**config.mk**
```make
export PLATFORM = sky130hd
export DESIGN_NAME = watchdog_sleep_wakeup
export DESIGN_NICKNAME = d
export VERILOG_FILES = /design/src/design/watchdog_pkg.sv /design/src/design/watchdog_sleep_wakeup.sv
export SDC_FILE = /design/constraint.sdc
export NUM_CORES = 1
export LEC_CHECK = 0
export BUFFER_PORTS_ARGS = -buffer_cell sky130_fd_sc_hd__buf_2
export CAP_MARGIN = 10
export CORE_AREA = 5 5 106 108
export CTS_CLUSTER_SIZE = 20
export DETAILED_ROUTE_END_ITERATION = 10
export DIE_AREA = 0 0 111 113
export GPL_TIMING_DRIVEN = 0
export PLACE_DENSITY = 0.88
export RECOVER_POWER = 100
export SYNTH_ARGS = -nofsm -noshare
export SYNTH_HDL_FRONTEND = slang
export SYNTH_SLANG_ARGS = --single-unit
```
**constraint.sdc**
```tcl
create_clock -name core_clk -period 5.7 [get_ports core_clk]
set_clock_uncertainty 0.05 [all_clocks]
set_input_delay 0.285 -clock core_clk [delete_from_list [all_inputs] [get_ports core_clk]]
set_output_delay 0.285 -clock core_clk [all_outputs]
set_load 0.005 [all_outputs]
```
**src/design/watchdog_pkg.sv**
```systemverilog
// Purpose: Constants for the watchdog, its shared prescaler and the sleep wake-up sequencer.
// Assumes: Single core clock at 250 MHz; register offsets are byte addresses on an AXI4-Lite slave.
// Notes: The watchdog tick stands in for the dedicated RC oscillator and arrives as an asynchronous pin.
// Summary of operation
// - The watchdog counts on its own oscillator tick and keeps counting while the core sleeps.
// - A timeout during normal execution raises a full watchdog reset.
// - A timeout during sleep wakes the device, which resumes execution instead of resetting.
// - Every timeout, reset or wake-up, clears the timeout status flag.
// - A cleared watchdog fuse disables the watchdog for good, and software cannot turn it back on.
// - With the prescaler assigned to the watchdog, the timeout is the base period times the ratio.
// - The option register holds the assignment bit at bit 3 and the ratio field at bits 2 to 0.
// - The clear and sleep operations reset the watchdog count and the prescaler count when assigned.
// - The clear operation resets the watchdog count and the prescaler count and leaves the assignment bit alone.
// - Crystal modes wait 1024 oscillator periods before resuming from sleep, RC mode waits none.
// - An interrupt wake-up vectors to 0004h if the global enable is set, else continues after sleep.
// - The watchdog fuse enables the watchdog when 1 and disables it when 0.
package watchdog_pkg;
  localparam logic [31:0] OPTION_INDEX      = 32'h0000_0081;
  localparam logic [31:0] CONFIG_INDEX      = 32'h0000_2007;
  localparam logic [31:0] OPTION_OFFSET     = OPTION_INDEX << 2;
  localparam logic [31:0] CONFIG_OFFSET     = CONFIG_INDEX << 2;
  localparam logic [31:0] CONTROL_OFFSET    = 32'h0000_0000;
  localparam logic [31:0] STATUS_OFFSET     = 32'h0000_0004;
  localparam logic [7:0]  OPTION_RESET      = 8'hff;
  localparam int          PSA_BIT           = 3;
  localparam int          PS_LSB            = 0;
  localparam int          PS_W              = 3;
  localparam int          FUSE_WDTEN_BIT    = 2;
  localparam int          FUSE_OSC_LSB      = 0;
  localparam logic [1:0]  OSC_RC            = 2'h3;
  localparam int          CTRL_CLEAR_BIT    = 0;
  localparam int          CTRL_SLEEP_BIT    = 1;
  localparam int          CTRL_IRQ_BIT      = 2;
  localparam int          CTRL_GIE_BIT      = 3;
  localparam int          WDT_BASE_BITS     = 8;
  localparam logic [10:0] OST_PERIODS       = 11'h400;
  localparam logic [15:0] IRQ_VECTOR        = 16'h0004;
  localparam logic [1:0]  RESP_OKAY         = 2'h0;
  localparam logic [1:0]  RESP_SLVERR       = 2'h2;
endpackage : watchdog_pkg

```
**src/design/watchdog_sleep_wakeup.sv**
```systemverilog
// Purpose: Watchdog with shared prescaler, timeout flag and sleep wake-up control.
// Assumes: AXI4-Lite register access; fuses are static inputs sampled after reset release.
// Notes: Watchdog tick and oscillator period tick are asynchronous pins, filtered through three flops.
//
// Decided for this implementation: the AXI4-Lite slave port.
`timescale 1ns/1ns
module watchdog_sleep_wakeup (
  input  wire logic        core_clk,
  input  wire logic        resetn,
  input  wire logic [7:0]  fuse_word,
  input  wire logic        wdt_osc_tick,
  input  wire logic        main_osc_input,
  input  wire logic [31:0] s_axi_awaddr,
  input  wire logic        s_axi_awvalid,
  output logic             s_axi_awready,
  input  wire logic [31:0] s_axi_wdata,
  input  wire logic [3:0]  s_axi_wstrb,
  input  wire logic        s_axi_wvalid,
  output logic             s_axi_wready,
  output logic [1:0]       s_axi_bresp,
  output logic             s_axi_bvalid,
  input  wire logic        s_axi_bready,
  input  wire logic [31:0] s_axi_araddr,
  input  wire logic        s_axi_arvalid,
  output logic             s_axi_arready,
  output logic [31:0]      s_axi_rdata,
  output logic [1:0]       s_axi_rresp,
  output logic             s_axi_rvalid,
  input  wire logic        s_axi_rready,
  output logic             watchdog_reset,
  output logic             sleeping,
  output logic             resume_pulse,
  output logic             resume_vector
);
  typedef enum logic [1:0] {RUN, SLEEP, OST_WAIT} pwr_e;

  logic [7:0]  option_ff;
  logic [7:0]  fuse_ff;
  logic        fuse_taken_ff;
  logic        to_flag_ff;
  logic        timeout_seen_ff;
  logic [2:0]  pin_sync_ff [2];
  logic        pin_lvl_ff [2];
  logic [7:0]  wdt_cnt_ff;
  logic [6:0]  pre_cnt_ff;
  logic [10:0] ost_cnt_ff;
  logic        gie_ff;
  pwr_e        pwr_ff;
  pwr_e        nxt_pwr;
  logic        sleeping_ff;
  logic        aw_ff;
  logic        w_ff;
  logic        aw_rdy_ff;
  logic        w_rdy_ff;
  logic [31:0] awaddr_ff;
  logic [31:0] wdata_ff;
  logic [3:0]  wstrb_ff;
  logic        watchdog_reset_ff;
  logic        resume_pulse_ff;
  logic        resume_vector_ff;

  // Pin 0 is the watchdog oscillator, pin 1 the main oscillator.
  wire [1:0] pin_raw = {main_osc_input, wdt_osc_tick};
  wire [1:0] pin_stable;
  wire [1:0] pin_rise;
  wire tick_rise     = pin_rise[0];
  wire osc_rise      = pin_rise[1];


  wire wdt_enabled   = fuse_taken_ff && fuse_ff[watchdog_pkg::FUSE_WDTEN_BIT];
  wire psa_wdt       = option_ff[watchdog_pkg::PSA_BIT];
  wire [2:0] ps_sel  = option_ff[watchdog_pkg::PS_LSB +: watchdog_pkg::PS_W];
  wire [6:0] pre_max = psa_wdt ? 7'((8'h01 << ps_sel) - 8'h01) : 7'h00;
  wire pre_wrap      = pre_cnt_ff == pre_max;
  wire wdt_timeout   = wdt_enabled && tick_rise && pre_wrap && (&wdt_cnt_ff);

  wire wr_go         = aw_ff && w_ff && !s_axi_bvalid;
  wire wr_ctrl       = wr_go && awaddr_ff == watchdog_pkg::CONTROL_OFFSET;
  wire wr_opt        = wr_go && awaddr_ff == watchdog_pkg::OPTION_OFFSET && wstrb_ff[0];
  wire wr_hit        = awaddr_ff == watchdog_pkg::CONTROL_OFFSET || awaddr_ff == watchdog_pkg::OPTION_OFFSET;
  wire op_clear      = wr_ctrl && wstrb_ff[0] && wdata_ff[watchdog_pkg::CTRL_CLEAR_BIT];
  wire op_sleep      = wr_ctrl && wstrb_ff[0] && wdata_ff[watchdog_pkg::CTRL_SLEEP_BIT] && pwr_ff == RUN;
  wire op_irq        = wr_ctrl && wstrb_ff[0] && wdata_ff[watchdog_pkg::CTRL_IRQ_BIT];
  wire op_gie        = wdata_ff[watchdog_pkg::CTRL_GIE_BIT];
  wire wdt_restart   = op_clear || op_sleep;
  wire crystal_mode  = fuse_ff[watchdog_pkg::FUSE_OSC_LSB +: 2] != watchdog_pkg::OSC_RC;
  wire wake_event    = pwr_ff == SLEEP && (wdt_timeout || op_irq);
  wire ost_done      = osc_rise && ost_cnt_ff == watchdog_pkg::OST_PERIODS - 11'h001;

  // Write channel next values; the ready ports are registered from them.
  wire aw_take       = s_axi_awvalid && s_axi_awready;
  wire w_take        = s_axi_wvalid && s_axi_wready;
  wire nxt_aw        = aw_take || (aw_ff && !wr_go);
  wire nxt_w         = w_take || (w_ff && !wr_go);
  wire nxt_bvalid    = wr_go || (s_axi_bvalid && !s_axi_bready);

  // Read decode runs on the held read address; the handshake edge captures the word.
  wire rd_opt        = s_axi_araddr == watchdog_pkg::OPTION_OFFSET;
  wire rd_cfg        = s_axi_araddr == watchdog_pkg::CONFIG_OFFSET;
  wire rd_sts        = s_axi_araddr == watchdog_pkg::STATUS_OFFSET;
  wire rd_ctl        = s_axi_araddr == watchdog_pkg::CONTROL_OFFSET;
  wire rd_hit        = rd_opt || rd_cfg || rd_sts || rd_ctl;
  wire [31:0] sts_word = {28'h0000000, gie_ff, timeout_seen_ff, sleeping_ff, to_flag_ff};
  wire [31:0] rd_word  =
    rd_opt ? {24'h000000, option_ff} :
    rd_cfg ? {24'h000000, fuse_ff} :
    rd_sts ? sts_word : 32'h0000_0000;

  // Next power state; sleeping is registered from it so the port comes from a flop.
  always_comb begin
    nxt_pwr = pwr_ff;
    case (pwr_ff)
      RUN: begin
        if (op_sleep) nxt_pwr = SLEEP;
      end
      SLEEP: begin
        if (wake_event) nxt_pwr = crystal_mode ? OST_WAIT : RUN;
      end
      OST_WAIT: begin
        if (ost_done) nxt_pwr = RUN;
      end
      default: begin
        nxt_pwr = RUN;
      end
    endcase
  end

  // Each pin passes three flops; an edge counts once the last two stages agree.
  for (genvar p = 0; p < 2; p++) begin : g_pin
    assign pin_stable[p] = pin_sync_ff[p][1] == pin_sync_ff[p][2];
    assign pin_rise[p]   = pin_stable[p] && pin_sync_ff[p][2] && !pin_lvl_ff[p];

    always_ff @(posedge core_clk or negedge resetn) begin
      if (!resetn) begin
        pin_sync_ff[p] <= 3'h0;
        pin_lvl_ff[p]  <= 1'b0;
      end else begin
        pin_sync_ff[p] <= {pin_sync_ff[p][1:0], pin_raw[p]};
        if (pin_stable[p]) pin_lvl_ff[p] <= pin_sync_ff[p][2];
      end
    end
  end

  // Fuses are captured once after reset and never rewritten.
  always_ff @(posedge core_clk or negedge resetn) begin
    if (!resetn) begin
      fuse_ff       <= 8'h00;
      fuse_taken_ff <= 1'b0;
    end else if (!fuse_taken_ff) begin
      fuse_ff       <= fuse_word;
      fuse_taken_ff <= 1'b1;
    end
  end

  always_ff @(posedge core_clk or negedge resetn) begin
    if (!resetn) begin
      option_ff <= watchdog_pkg::OPTION_RESET;
    end else if (wr_opt) begin
      option_ff <= wdata_ff[7:0];
    end
  end

  always_ff @(posedge core_clk or negedge resetn) begin
    if (!resetn) begin
      wdt_cnt_ff <= 8'h00;
      pre_cnt_ff <= 7'h00;
    end else if (wdt_restart || !wdt_enabled) begin
      wdt_cnt_ff <= 8'h00;
      pre_cnt_ff <= 7'h00;
    end else if (tick_rise) begin
      pre_cnt_ff <= pre_wrap ? 7'h00 : pre_cnt_ff + 7'h01;
      if (pre_wrap) wdt_cnt_ff <= wdt_cnt_ff + 8'h01;
    end
  end

  // Flag is active low: set by clear and sleep, cleared by a timeout, which wins.
  always_ff @(posedge core_clk or negedge resetn) begin
    if (!resetn) begin
      to_flag_ff      <= 1'b1;
      timeout_seen_ff <= 1'b0;
    end else if (wdt_timeout) begin
      to_flag_ff      <= 1'b0;
      timeout_seen_ff <= 1'b1;
    end else if (wdt_restart) begin
      to_flag_ff      <= 1'b1;
    end
  end

  // The start-up counter only runs while waiting for the crystal to settle.
  always_ff @(posedge core_clk or negedge resetn) begin
    if (!resetn) begin
      pwr_ff      <= RUN;
      sleeping_ff <= 1'b0;
      ost_cnt_ff  <= 11'h000;
      gie_ff      <= 1'b0;
    end else begin
      pwr_ff      <= nxt_pwr;
      sleeping_ff <= nxt_pwr != RUN;
      if (op_sleep) gie_ff <= op_gie;
      if (pwr_ff != OST_WAIT) ost_cnt_ff <= 11'h000;
      else if (osc_rise) ost_cnt_ff <= ost_cnt_ff + 11'h001;
    end
  end

  wire resume_now = (pwr_ff == SLEEP && wake_event && !crystal_mode) ||
                    (pwr_ff == OST_WAIT && ost_done);

  logic wake_by_irq_ff;
  always_ff @(posedge core_clk or negedge resetn) begin
    if (!resetn) begin
      wake_by_irq_ff    <= 1'b0;
      watchdog_reset_ff <= 1'b0;
      resume_pulse_ff   <= 1'b0;
      resume_vector_ff  <= 1'b0;
    end else begin
      if (wake_event) wake_by_irq_ff <= op_irq && !wdt_timeout;
      watchdog_reset_ff <= wdt_timeout && pwr_ff == RUN;
      resume_pulse_ff   <= resume_now;
      resume_vector_ff  <= resume_now && gie_ff &&
                           (pwr_ff == SLEEP ? op_irq && !wdt_timeout : wake_by_irq_ff);
    end
  end

  // Address and data are held until both are in; the write lands with bvalid.
  always_ff @(posedge core_clk or negedge resetn) begin
    if (!resetn) begin
      aw_ff        <= 1'b0;
      w_ff         <= 1'b0;
      aw_rdy_ff    <= 1'b1;
      w_rdy_ff     <= 1'b1;
      awaddr_ff    <= 32'h0000_0000;
      wdata_ff     <= 32'h0000_0000;
      wstrb_ff     <= 4'h0;
      s_axi_bvalid <= 1'b0;
      s_axi_bresp  <= watchdog_pkg::RESP_OKAY;
    end else begin
      aw_ff        <= nxt_aw;
      w_ff         <= nxt_w;
      aw_rdy_ff    <= !nxt_aw && !nxt_bvalid;
      w_rdy_ff     <= !nxt_w && !nxt_bvalid;
      s_axi_bvalid <= nxt_bvalid;
      if (aw_take) awaddr_ff <= s_axi_awaddr;
      if (w_take) begin
        wdata_ff <= s_axi_wdata;
        wstrb_ff <= s_axi_wstrb;
      end
      if (wr_go) s_axi_bresp <= wr_hit ? watchdog_pkg::RESP_OKAY : watchdog_pkg::RESP_SLVERR;
    end
  end

  assign s_axi_awready = aw_rdy_ff;
  assign s_axi_wready  = w_rdy_ff;

  always_ff @(posedge core_clk or negedge resetn) begin
    if (!resetn) begin
      s_axi_rvalid  <= 1'b0;
      s_axi_rdata   <= 32'h0000_0000;
      s_axi_rresp   <= watchdog_pkg::RESP_OKAY;
      s_axi_arready <= 1'b0;
    end else begin
      s_axi_arready <= !s_axi_rvalid && !s_axi_arready && s_axi_arvalid;
      if (s_axi_arvalid && s_axi_arready) begin
        s_axi_rvalid <= 1'b1;
        s_axi_rdata  <= rd_hit ? rd_word : 32'h0000_0000;
        s_axi_rresp  <= rd_hit ? watchdog_pkg::RESP_OKAY : watchdog_pkg::RESP_SLVERR;
      end else if (s_axi_rready) begin
        s_axi_rvalid <= 1'b0;
      end
    end
  end

  assign watchdog_reset = watchdog_reset_ff;
  assign sleeping       = sleeping_ff;
  assign resume_pulse   = resume_pulse_ff;
  assign resume_vector  = resume_vector_ff;
endmodule : watchdog_sleep_wakeup

```
==> out/qor.yml, run 1 <==
path_depth: 12
rsz0062_at_grt: "false"
yosysWarnings: 0
synthToLayoutAreaGrowth_pct: 34.56
grt_use_total_pct: 24.75
path_cells: "clkbuf_1 -> or3_1 -> ha_1 -> clkbuf_1 -> nor3b_1 -> o211a_1 -> o21ai_0 -> and3_1 -> nand3_1 -> clkbuf_1 -> or4_1 -> a21oi_1"
crit_required_ns: 6.07
crit_path_max_fanout: 10
cp_slowest_stage_delay_ns: 0.62
insertion_delay_ns: 0.51
power.leakage_nw: 3.465
clk_path_buf_depth: 2
path_common_cell: "clkbuf_1"
min-delay-start: "s_axi_bready"
viasPerCell: 5.456
gp_congestion: 0.9031
io_pins: 162
diodes: 0
endpoint_kind: "flop"
worstSetupPathType: "reg -> reg"
synth_flop_cell: "dfrtp_1"
dpl.cell_count: 784
root_buffer: "clkbuf_8"
fin_area_mm2: 0.007517
cts.sink_count: 119
overflow: 0
row_count: 37
fin_crit_sh_pct: 62.62
drt-initial-drc-count: 265
cp_num_buf_inv: 3
synthArstFlopShare_pct: 100.0
p_per_area_mw_per_mm2: 350.9
post-cts-setup-buffers: 0
wl_per_cell_um: 17.34
dp_hpwl_um: 9588
max_freq_mhz: 280.1
vias: 4747
yosysTopAreaCellShare_pct: 48.38
synth.avg_cell_area_um2: 10.87
grt_pass1_wl_um: 24900
r2r-start: "option_ff[2]"
reg2reg_setup_slack_ns: 2.13
ir_drop_v: 0.0003106
htree_levels: 4
tns_ns: 0
synthTopCellsByArea: "dfrtp_1 (48%), mux2_2 (12%), dfstp_2 (5.2%)"
tightest_slew_ns: 2.652
setup_viol: 0
synthTopCellsByCount: "dfrtp_1 (108), mux2_2 (59), nand2_1 (52), nor2_1 (45), buf_4 (26)"
placed_area_mm2: 0.006421
cp.arrival_ns: 3.94
post-route-min-period_ns: 3.570
cp_slowest_cell: "dfstp_1"
hold_depth: 3
drc: 0
grt_pass1_vias: 5021
cts_tree: "built"
finish.utilization_pct: 74.15
start_util_pct: 55.10
maxCapViolations: 1
status: "complete, but fails checks"
seq_area_frac_synth_pct: 53.55
nNetsFinal: 844
die-area_mm2: 0.01254
wirelength_um: 15090
fp.dieH_um: 113
worst_hold_path_type: "in -> reg"
yosysUniqueCellTypes: 45
instances_no_fill: 870
portBuffers: 108
syn_inst: 514
ys_ff_latch: 119
die_w_um: 111
synth.most_common_cell: "dfrtp_1"
max_slew_margin_pct: -76.79
clk_pin_slew_ns: 0.06
cts_buffers: 17
antenna_found_initial: 0
reg2reg_to: "wdt_cnt_ff[6]"
synth_edf_count: 0
hold_viol: 0
grt_max_degree: 73
core_mm2: 0.01014
critPathTopFamily: "simple AND/OR/NAND/NOR gates"
hold_end: "s_axi_bvalid"
drive_gt1_share_pct: 30.11
drt_pass1_iterations: 6
detail-route-antenna-nets: 0
violations: "max-capacitance violations, max-slew violations"
post-synth-top-area-cell: "dfrtp_1"
reg2reg_depth: 12
syn-cell-area_mm2: 0.005587
final_max_slew_viol_count: 48
critPathLaunchType: "flop"
[registers in the layout, indices dropped and copies added (netlist names), 7 cells and up]
name         cells
s_axi_rdata      8
option_ff        8
fuse_ff          8
ost_cnt_ff      11
pre_cnt_ff       7
wdata_ff         8
wdt_cnt_ff       8
awaddr_ff       32
[metal layers]
| layer | GRT usage, % | share of wire (%) | up-vias |
|---|---|---|---|
| met1 | 26.90 | 37 | 2298 |
| met5 | 0 | 0 | - |
| met2 | 46.12 | 53 | 242 |
| li1 | - | - | 2178 |
| met3 | 7.487 | 8.4 | 29 |
| met4 | 8.046 | 2.1 | 0 |
[cell type report]
cell class | instances | area [µm²]
flip-flops and latches | 119 | 2992
fillers | 650 | 2621
multi-input cells | 363 | 2354
repair buffers | 163 | 1091
clock buffers | 18 | 427.9
plain buffers | 41 | 261.5
well taps | 136 | 170.2
clock inverters | 14 | 161.4
inverters | 16 | 60.06
[worst min-delay path: stages]
cell and delay, ns:
buf_2 0.11, inv_1 0.05, a21o_1 0.16
[metrics by stage]
step                hold slack [ns]  setup WS, ns  total power [mW]
CTS                        0.009168         2.567             2.625
global placement             0.2848         2.680             1.491
global route                0.08303         1.806             2.751
floorplan                  -0.06059         2.884             1.387
detailed placement           0.2878         2.569             1.536
finish                      0.09878         2.130             2.638
[kinds of logic after synthesis]
kind of cell / share of synthesized area (%)
simple gates: 16.64
flops: 53.55
compound gates: 7.324
mux: 12.43
buf+inv: 5.913
xor+xnor: 2.665
fa+ha+maj: 1.344
other cells: 0.1344
[repair_timing]
item,CTS,global route
hold buffers,52,2
endpoints found under the hold margin,98,2
resized for setup,0,0
[cells in the final DEF, fill, tap and decap left out, types with 9 or more instances in the layout]
| master | instances |
|---|---|
| nand3_1 | 12 |
| a22oi_1 | 9 |
| o21ai_0 | 16 |
| clkbuf_1 | 26 |
| nor2_1 | 45 |
| a21oi_1 | 19 |
| nand2_1 | 52 |
| conb_1 | 27 |
| clkbuf_16 | 16 |
| inv_1 | 16 |
| buf_2 | 96 |
| o31ai_1 | 10 |
| buf_4 | 26 |
| xor2_1 | 9 |
| nand2b_1 | 9 |
| mux2_2 | 55 |
| dlygate4sd3_1 | 54 |
| nor4_1 | 14 |
| dfrtp_1 | 108 |
[power by group]
part	leakage [nW]	internal, mW	switching (mW)
clock	0.285	0.645	0.418
combinational	1.71	0.239	0.183
sequential	1.47	1.03	0.123
total	3.47	1.91	0.724
[how the worst max path moves through the flow]
stage	from	end
after floorplan	option_ff[2]	wdt_cnt_ff[4]
after global placement	option_ff[2]	wdt_cnt_ff[4]
after detailed placement	option_ff[2]	wdt_cnt_ff[6]
after CTS	option_ff[2]	wdt_cnt_ff[6]
after global routing	option_ff[2]	wdt_cnt_ff[6]
final	option_ff[2]	wdt_cnt_ff[6]
No activity file was read; power rests on OpenSTA's default activity.
==> run 2: changes to the inputs <==
--- a/config.mk
+++ b/config.mk
@@ -7,12 +7,12 @@
 export LEC_CHECK = 0
 export BUFFER_PORTS_ARGS = -buffer_cell sky130_fd_sc_hd__buf_2
 export CAP_MARGIN = 10
-export CORE_AREA = 5 5 106 108
+export CORE_AREA = 5 5 116 118
 export CTS_CLUSTER_SIZE = 20
 export DETAILED_ROUTE_END_ITERATION = 10
-export DIE_AREA = 0 0 111 113
+export DIE_AREA = 0 0 121 123
 export GPL_TIMING_DRIVEN = 0
-export PLACE_DENSITY = 0.88
+export PLACE_DENSITY = 0.79
 export RECOVER_POWER = 100
 export SYNTH_ARGS = -nofsm -noshare
 export SYNTH_HDL_FRONTEND = slang
==> constraint.sdc (replaced) <==
create_clock -name core_clk -period 2.9 [get_ports core_clk]
set_clock_uncertainty 0.05 [all_clocks]
set_input_delay 0.145 -clock core_clk [delete_from_list [all_inputs] [get_ports core_clk]]
set_output_delay 0.145 -clock core_clk [all_outputs]
set_load 0.005 [all_outputs]
==> out/qor.yml, run 2 (synthesis gave the netlist of run 1 again) <==
post-route-min-period_ns: 2.839
final_max_slew_viol_count: 0
crit_path_max_fanout: 10
start_util_pct: 45.19
hold_viol: 0
wl_per_cell_um: 16.32
cts_buffers: 17
die_w_um: 121
layout_common_cells: "dfrtp_1 (108), buf_2 (91), mux2_2 (55)"
nNetsFinal: 851
crit_required_ns: 3.18
regMostFlops: "awaddr_ff"
layout_commonest_cell: "dfrtp_1"
setup_viol: 0
root_buffer: "clkbuf_16"
drt_pass1_iterations: 5
detail-route-antenna-nets: 0
top_regs: "awaddr_ff x32, ost_cnt_ff x11"
power.leakage_nw: 3.526
row_count: 41
maxCapViolations: 0
grt_pass1_vias: 4964
drc: 0
instances_no_fill: 913
fin_area_mm2: 0.007757
ir_drop_v: 0.0005157
fin_crit_sh_pct: 97.90
max_freq_mhz: 352.2
hold_ws_ns: 0.01654
diodes: 0
critPathLaunchType: "flop"
pwr-share-comb_pct: 15.4
sequentialPowerShare_pct: 43.2
internal-power_mw: 3.794
grt_pass1_wl_um: 24210
dpl.cell_count: 820
dp_hpwl_um: 9565
finish.utilization_pct: 62.75
grt_max_degree: 78
cts_tree: "built"
status: "finished clean"
htree_levels: 4
cts.sink_count: 119
endpoint_kind: "flop"
portBuffers: 108
drive_gt1_share_pct: 34.14
largest_reg_flops: 32
rsz0062_at_grt: "true"
synthToLayoutAreaGrowth_pct: 38.86
viasPerCell: 5.152
worstSetupPathType: "reg -> reg"
io_pins: 162
antenna_found_initial: 0
drt-initial-drc-count: 205
swShare_pct: 27.48
fp.dieH_um: 123
cp.arrival_ns: 3.12
pwr-share-clk_pct: 41.4
p_per_area_mw_per_mm2: 674.5
vias: 4704
worst_hold_path_type: "in -> reg"
grt_use_total_pct: 20.62
clk_pin_slew_ns: 0.06
tightest_slew_ns: 1.055
overflow: 0
power_switching_mw: 1.438
max_slew_margin_pct: 29.68
placed_area_mm2: 0.006466
core_mm2: 0.01236
insertion_delay_ns: 0.41
clk_path_buf_depth: 2
wirelength_um: 14900
die-area_mm2: 0.01488
gp_congestion: 0.8047
==> run 2: power groups by stage <==
| stage | clock network [mW] | logic, mW | registers, mW |
|---|---|---|---|
| floorplan | 0 | 0.532 | 2.20 |
| global placement | 0 | 0.699 | 2.24 |
| detailed placement | 0 | 0.743 | 2.26 |
| CTS | 2.18 | 0.806 | 2.24 |
| global route | 2.28 | 0.893 | 2.30 |
| finish | 2.17 | 0.807 | 2.26 |
==> run 2: area by class of cell <==
| cell class | instances | area [µm²] |
|---|---|---|
| Fill cell | 940 | 4606 |
| Timing Repair Buffer | 172 | 1132 |
| Clock inverter | 15 | 180.2 |
| Clock buffer | 17 | 425.4 |
| Tap cell | 172 | 215.2 |
| Buffer | 39 | 271.5 |
| Sequential cell | 119 | 2992 |
| Multi-Input combinational cell | 363 | 2481 |
| Inverter | 16 | 60.06 |
==> run 2: stage by stage <==
stage / power [mW] / TNS [ns] / worst slack (ns)
2_1_floorplan: 2.727 / 0 / 0.08433
3_3_place_gp: 2.937 / -0.6951 / -0.1351
5_1_grt: 5.472 / -0.1971 / -0.04422
6_report: 5.232 / 0 / 0.06084
4_1_cts: 5.233 / 0 / 0.007665
3_5_place_dp: 3.007 / -1.497 / -0.2342
==> run 2: timing repair <==
action	4_1_cts	5_1_grt
hold buffers	53	0
endpoints found under the hold margin	94	0
setup buffers	5	5
cloned	0	0
pin swaps	3	10
endpoints found under the setup margin	11	14
resized for setup	10	22
==> run 2: final timing paths <==
check                           slack [ns]              to      startpoint  depth (start not counted)
worst max-delay path                  0.06   wdt_cnt_ff[4]    option_ff[2]                         12
worst min-delay path                  0.02    s_axi_bvalid    s_axi_bready                          3
worst max register to register        0.06   wdt_cnt_ff[4]    option_ff[2]                         12
worst min register to register        0.30  pin_sync_ff[4]  pin_sync_ff[3]                          0
max in group asynchronous             0.71           aw_ff          resetn                          3
min in group asynchronous             0.41    awaddr_ff[0]          resetn                          2
==> run 2: worst max-delay path, cell delays in order (launching register included) <==
cell and delay, ns:
dfstp_2 0.37, buf_6 0.11, or3_4 0.36, ha_4 0.17, buf_8 0.13, nand2b_4 0.13
mux2i_2 0.16, xnor2_1 0.16, and4_1 0.26, nand3_2 0.12, buf_6 0.16, or4_4 0.41
a21oi_2 0.15
==> run 2: metal layers <==
layer / routed length, µm / GRT usage, % / share of wire [%]
met5: 0 / 0 / 0
met4: 368 / 7.436 / 2.5
met3: 1133 / 5.627 / 7.6
met2: 7709 / 37.58 / 52
met1: 5689 / 23.15 / 38
==> run 3: changes to the inputs <==
--- a/config.mk
+++ b/config.mk
@@ -11,7 +11,6 @@
 export CTS_CLUSTER_SIZE = 20
 export DETAILED_ROUTE_END_ITERATION = 10
 export DIE_AREA = 0 0 121 123
-export GPL_TIMING_DRIVEN = 0
 export PLACE_DENSITY = 0.79
 export RECOVER_POWER = 100
 export SYNTH_ARGS = -nofsm -noshare
==> constraint.sdc (replaced) <==
create_clock -name core_clk -period 2.5 [get_ports core_clk]
set_clock_uncertainty 0.05 [all_clocks]
set_input_delay 0.125 -clock core_clk [delete_from_list [all_inputs] [get_ports core_clk]]
set_output_delay 0.125 -clock core_clk [all_outputs]
set_load 0.005 [all_outputs]
==> out/qor.yml, run 3 (synthesis gave the netlist of run 1 again) <==
nNetsFinal: 828
largest_reg_flops: 32
grt_pass1_wl_um: 22810
top_regs: "awaddr_ff x32, ost_cnt_ff x11"
worst_hold_path_type: "in -> reg"
detail-route-antenna-nets: 0
post-route-min-period_ns: 2.639
hold_ws_ns: 0.04398
grt_use_total_pct: 19.39
die_w_um: 121
io_pins: 162
insertion_delay_ns: 0.41
worst_slack_ns: -0.1393
path_cells: "or3_4 -> ha_4 -> xor2_1 -> and3_1 -> a211o_1 -> and4_4 -> nand3_4 -> buf_6 -> or4_4 -> a21oi_2"
portBuffers: 108
fin_crit_sh_pct: 105.6
layout_commonest_cell: "dfrtp_1"
min-delay-start: "s_axi_bready"
p_per_area_mw_per_mm2: 783.0
crit_path_max_fanout: 6
antenna_found_initial: 0
endpoint_kind: "flop"
cp_slowest_cell: "or4_4"
setup_viol: 10
viasPerCell: 5.178
synthToLayoutAreaGrowth_pct: 37.47
vias: 4603
worstSetupStartpoint: "option_ff[2]"
rsz0062_at_grt: "true"
p_total_mw: 6.013
overflow: 0
layout_common_cells: "dfrtp_1 (108), buf_2 (97), mux2_2 (57)"
clk_pin_slew_ns: 0.05
start_util_pct: 45.19
violations: "max-capacitance violations, max-slew violations, negative setup slack"
max_freq_mhz: 378.9
cp_slowest_stage_delay_ns: 0.41
tightest_slew_ns: 2.089
reg2reg_setup_slack_ns: -0.14
final_max_slew_viol_count: 40
drc: 0
die-area_mm2: 0.01488
cts.sink_count: 119
grt_max_degree: 81
crit_required_ns: 2.78
r2r-start: "option_ff[2]"
reg2reg_to: "wdt_cnt_ff[6]"
row_count: 41
power.leakage_nw: 3.462
wirelength_um: 14160
drt_pass1_iterations: 5
gp_congestion: 0.9068
crit_path_end: "wdt_cnt_ff[6]"
cts_tree: "built"
worstSetupPathType: "reg -> reg"
reg2reg_depth: 10
cts_buffers: 17
maxCapViolations: 1
tns_ns: -0.6151
drt-initial-drc-count: 299
drive_gt1_share_pct: 34.17
clk_path_buf_depth: 2
wl_per_cell_um: 15.93
ir_drop_v: 0.0006821
fp.dieH_um: 123
dp_hpwl_um: 9474
hold_viol: 0
max_slew_margin_pct: -39.26
root_buffer: "clkbuf_16"
critPathLaunchType: "flop"
htree_levels: 4
hold_depth: 3
core_mm2: 0.01236
grt_pass1_vias: 4866
status: "complete, but fails checks"
cp.arrival_ns: 2.92
diodes: 0
regMostFlops: "awaddr_ff"
==> run 3: cell types whose count changed in the layout (fill, tap and decap cells not counted), sizes merged <==
cell,previous run,this run
inv,26,16
buf,131,119
dlygate4sd3,53,54
clkinvlp,0,2
clkbuf,44,38
bufinv,2,3
==> run 3: where the power goes <==
| group | internal [mW] | switching [mW] | total (mW) | leakage, nW |
|---|---|---|---|---|
| Sequential | 2.35 | 0.270 | 2.62 | 1.47 |
| Clock | 1.66 | 0.820 | 2.48 | 0.295 |
| Combinational | 0.528 | 0.386 | 0.914 | 1.69 |
==> run 3: layout make-up <==
class | instances | area, µm²
clock buffer | 23 | 488.0
clock inverter | 8 | 120.1
sequential | 119 | 2992
fill | 925 | 4683
inverter | 16 | 60.06
timing repair buffer | 188 | 1269
tap | 172 | 215.2
multi-input combinational | 363 | 2536
==> run 3: how the worst min path moves through the flow <==
stage	to
6_report	s_axi_bvalid
5_1_grt	s_axi_bvalid
4_1_cts	s_axi_bvalid
2_1_floorplan	aw_ff
3_3_place_gp	awaddr_ff[0]
3_5_place_dp	awaddr_ff[1]
==> run 3: through the flow <==
stage / cells / setup WS (ns) / area (µm²) / utilization [%]
4_1_cts: 888 / -0.1221 / 7636 / 61.77
3_5_place_dp: 800 / -0.2687 / 6365 / 51.48
6_report: 889 / -0.1393 / 7680 / 62.12
3_3_place_gp: 800 / -0.1701 / 6365 / 51.48
5_1_grt: 889 / -0.2111 / 7680 / 62.12
2_1_floorplan: 539 / -0.1674 / 5715 / -
==> run 3: repair_timing <==
action | in CTS | in global routing
setup buffers | 5 | 1
setup endpoints to repair | 19 | 19
hold endpoints to repair | 92 | 0
hold buffers | 54 | 0
pin swaps | 12 | 19
resized for setup | 22 | 13
==> run 3: critical path: cells and delay by family, from the launching register on <==
family / cells / cell delay (ns)
fa+ha+maj: 1 / 0.30
compound gates: 2 / 0.27
flops: 1 / 0.39
simple gates: 5 / 1.31
xor+xnor: 1 / 0.12
buf+inv: 1 / 0.14
==> run 3: per-layer routing <==
| metal | track usage, % | wire length [µm] | up-vias | part of all wire (%) |
|---|---|---|---|---|
| li1 | - | - | 2136 | - |
| met4 | 5.666 | 266 | 0 | 1.9 |
| met5 | 0 | 0 | - | 0 |
| met2 | 34.84 | 7195 | 210 | 51 |
| met1 | 22.06 | 5476 | 2226 | 39 |
| met3 | 6.359 | 1223 | 31 | 8.6 |
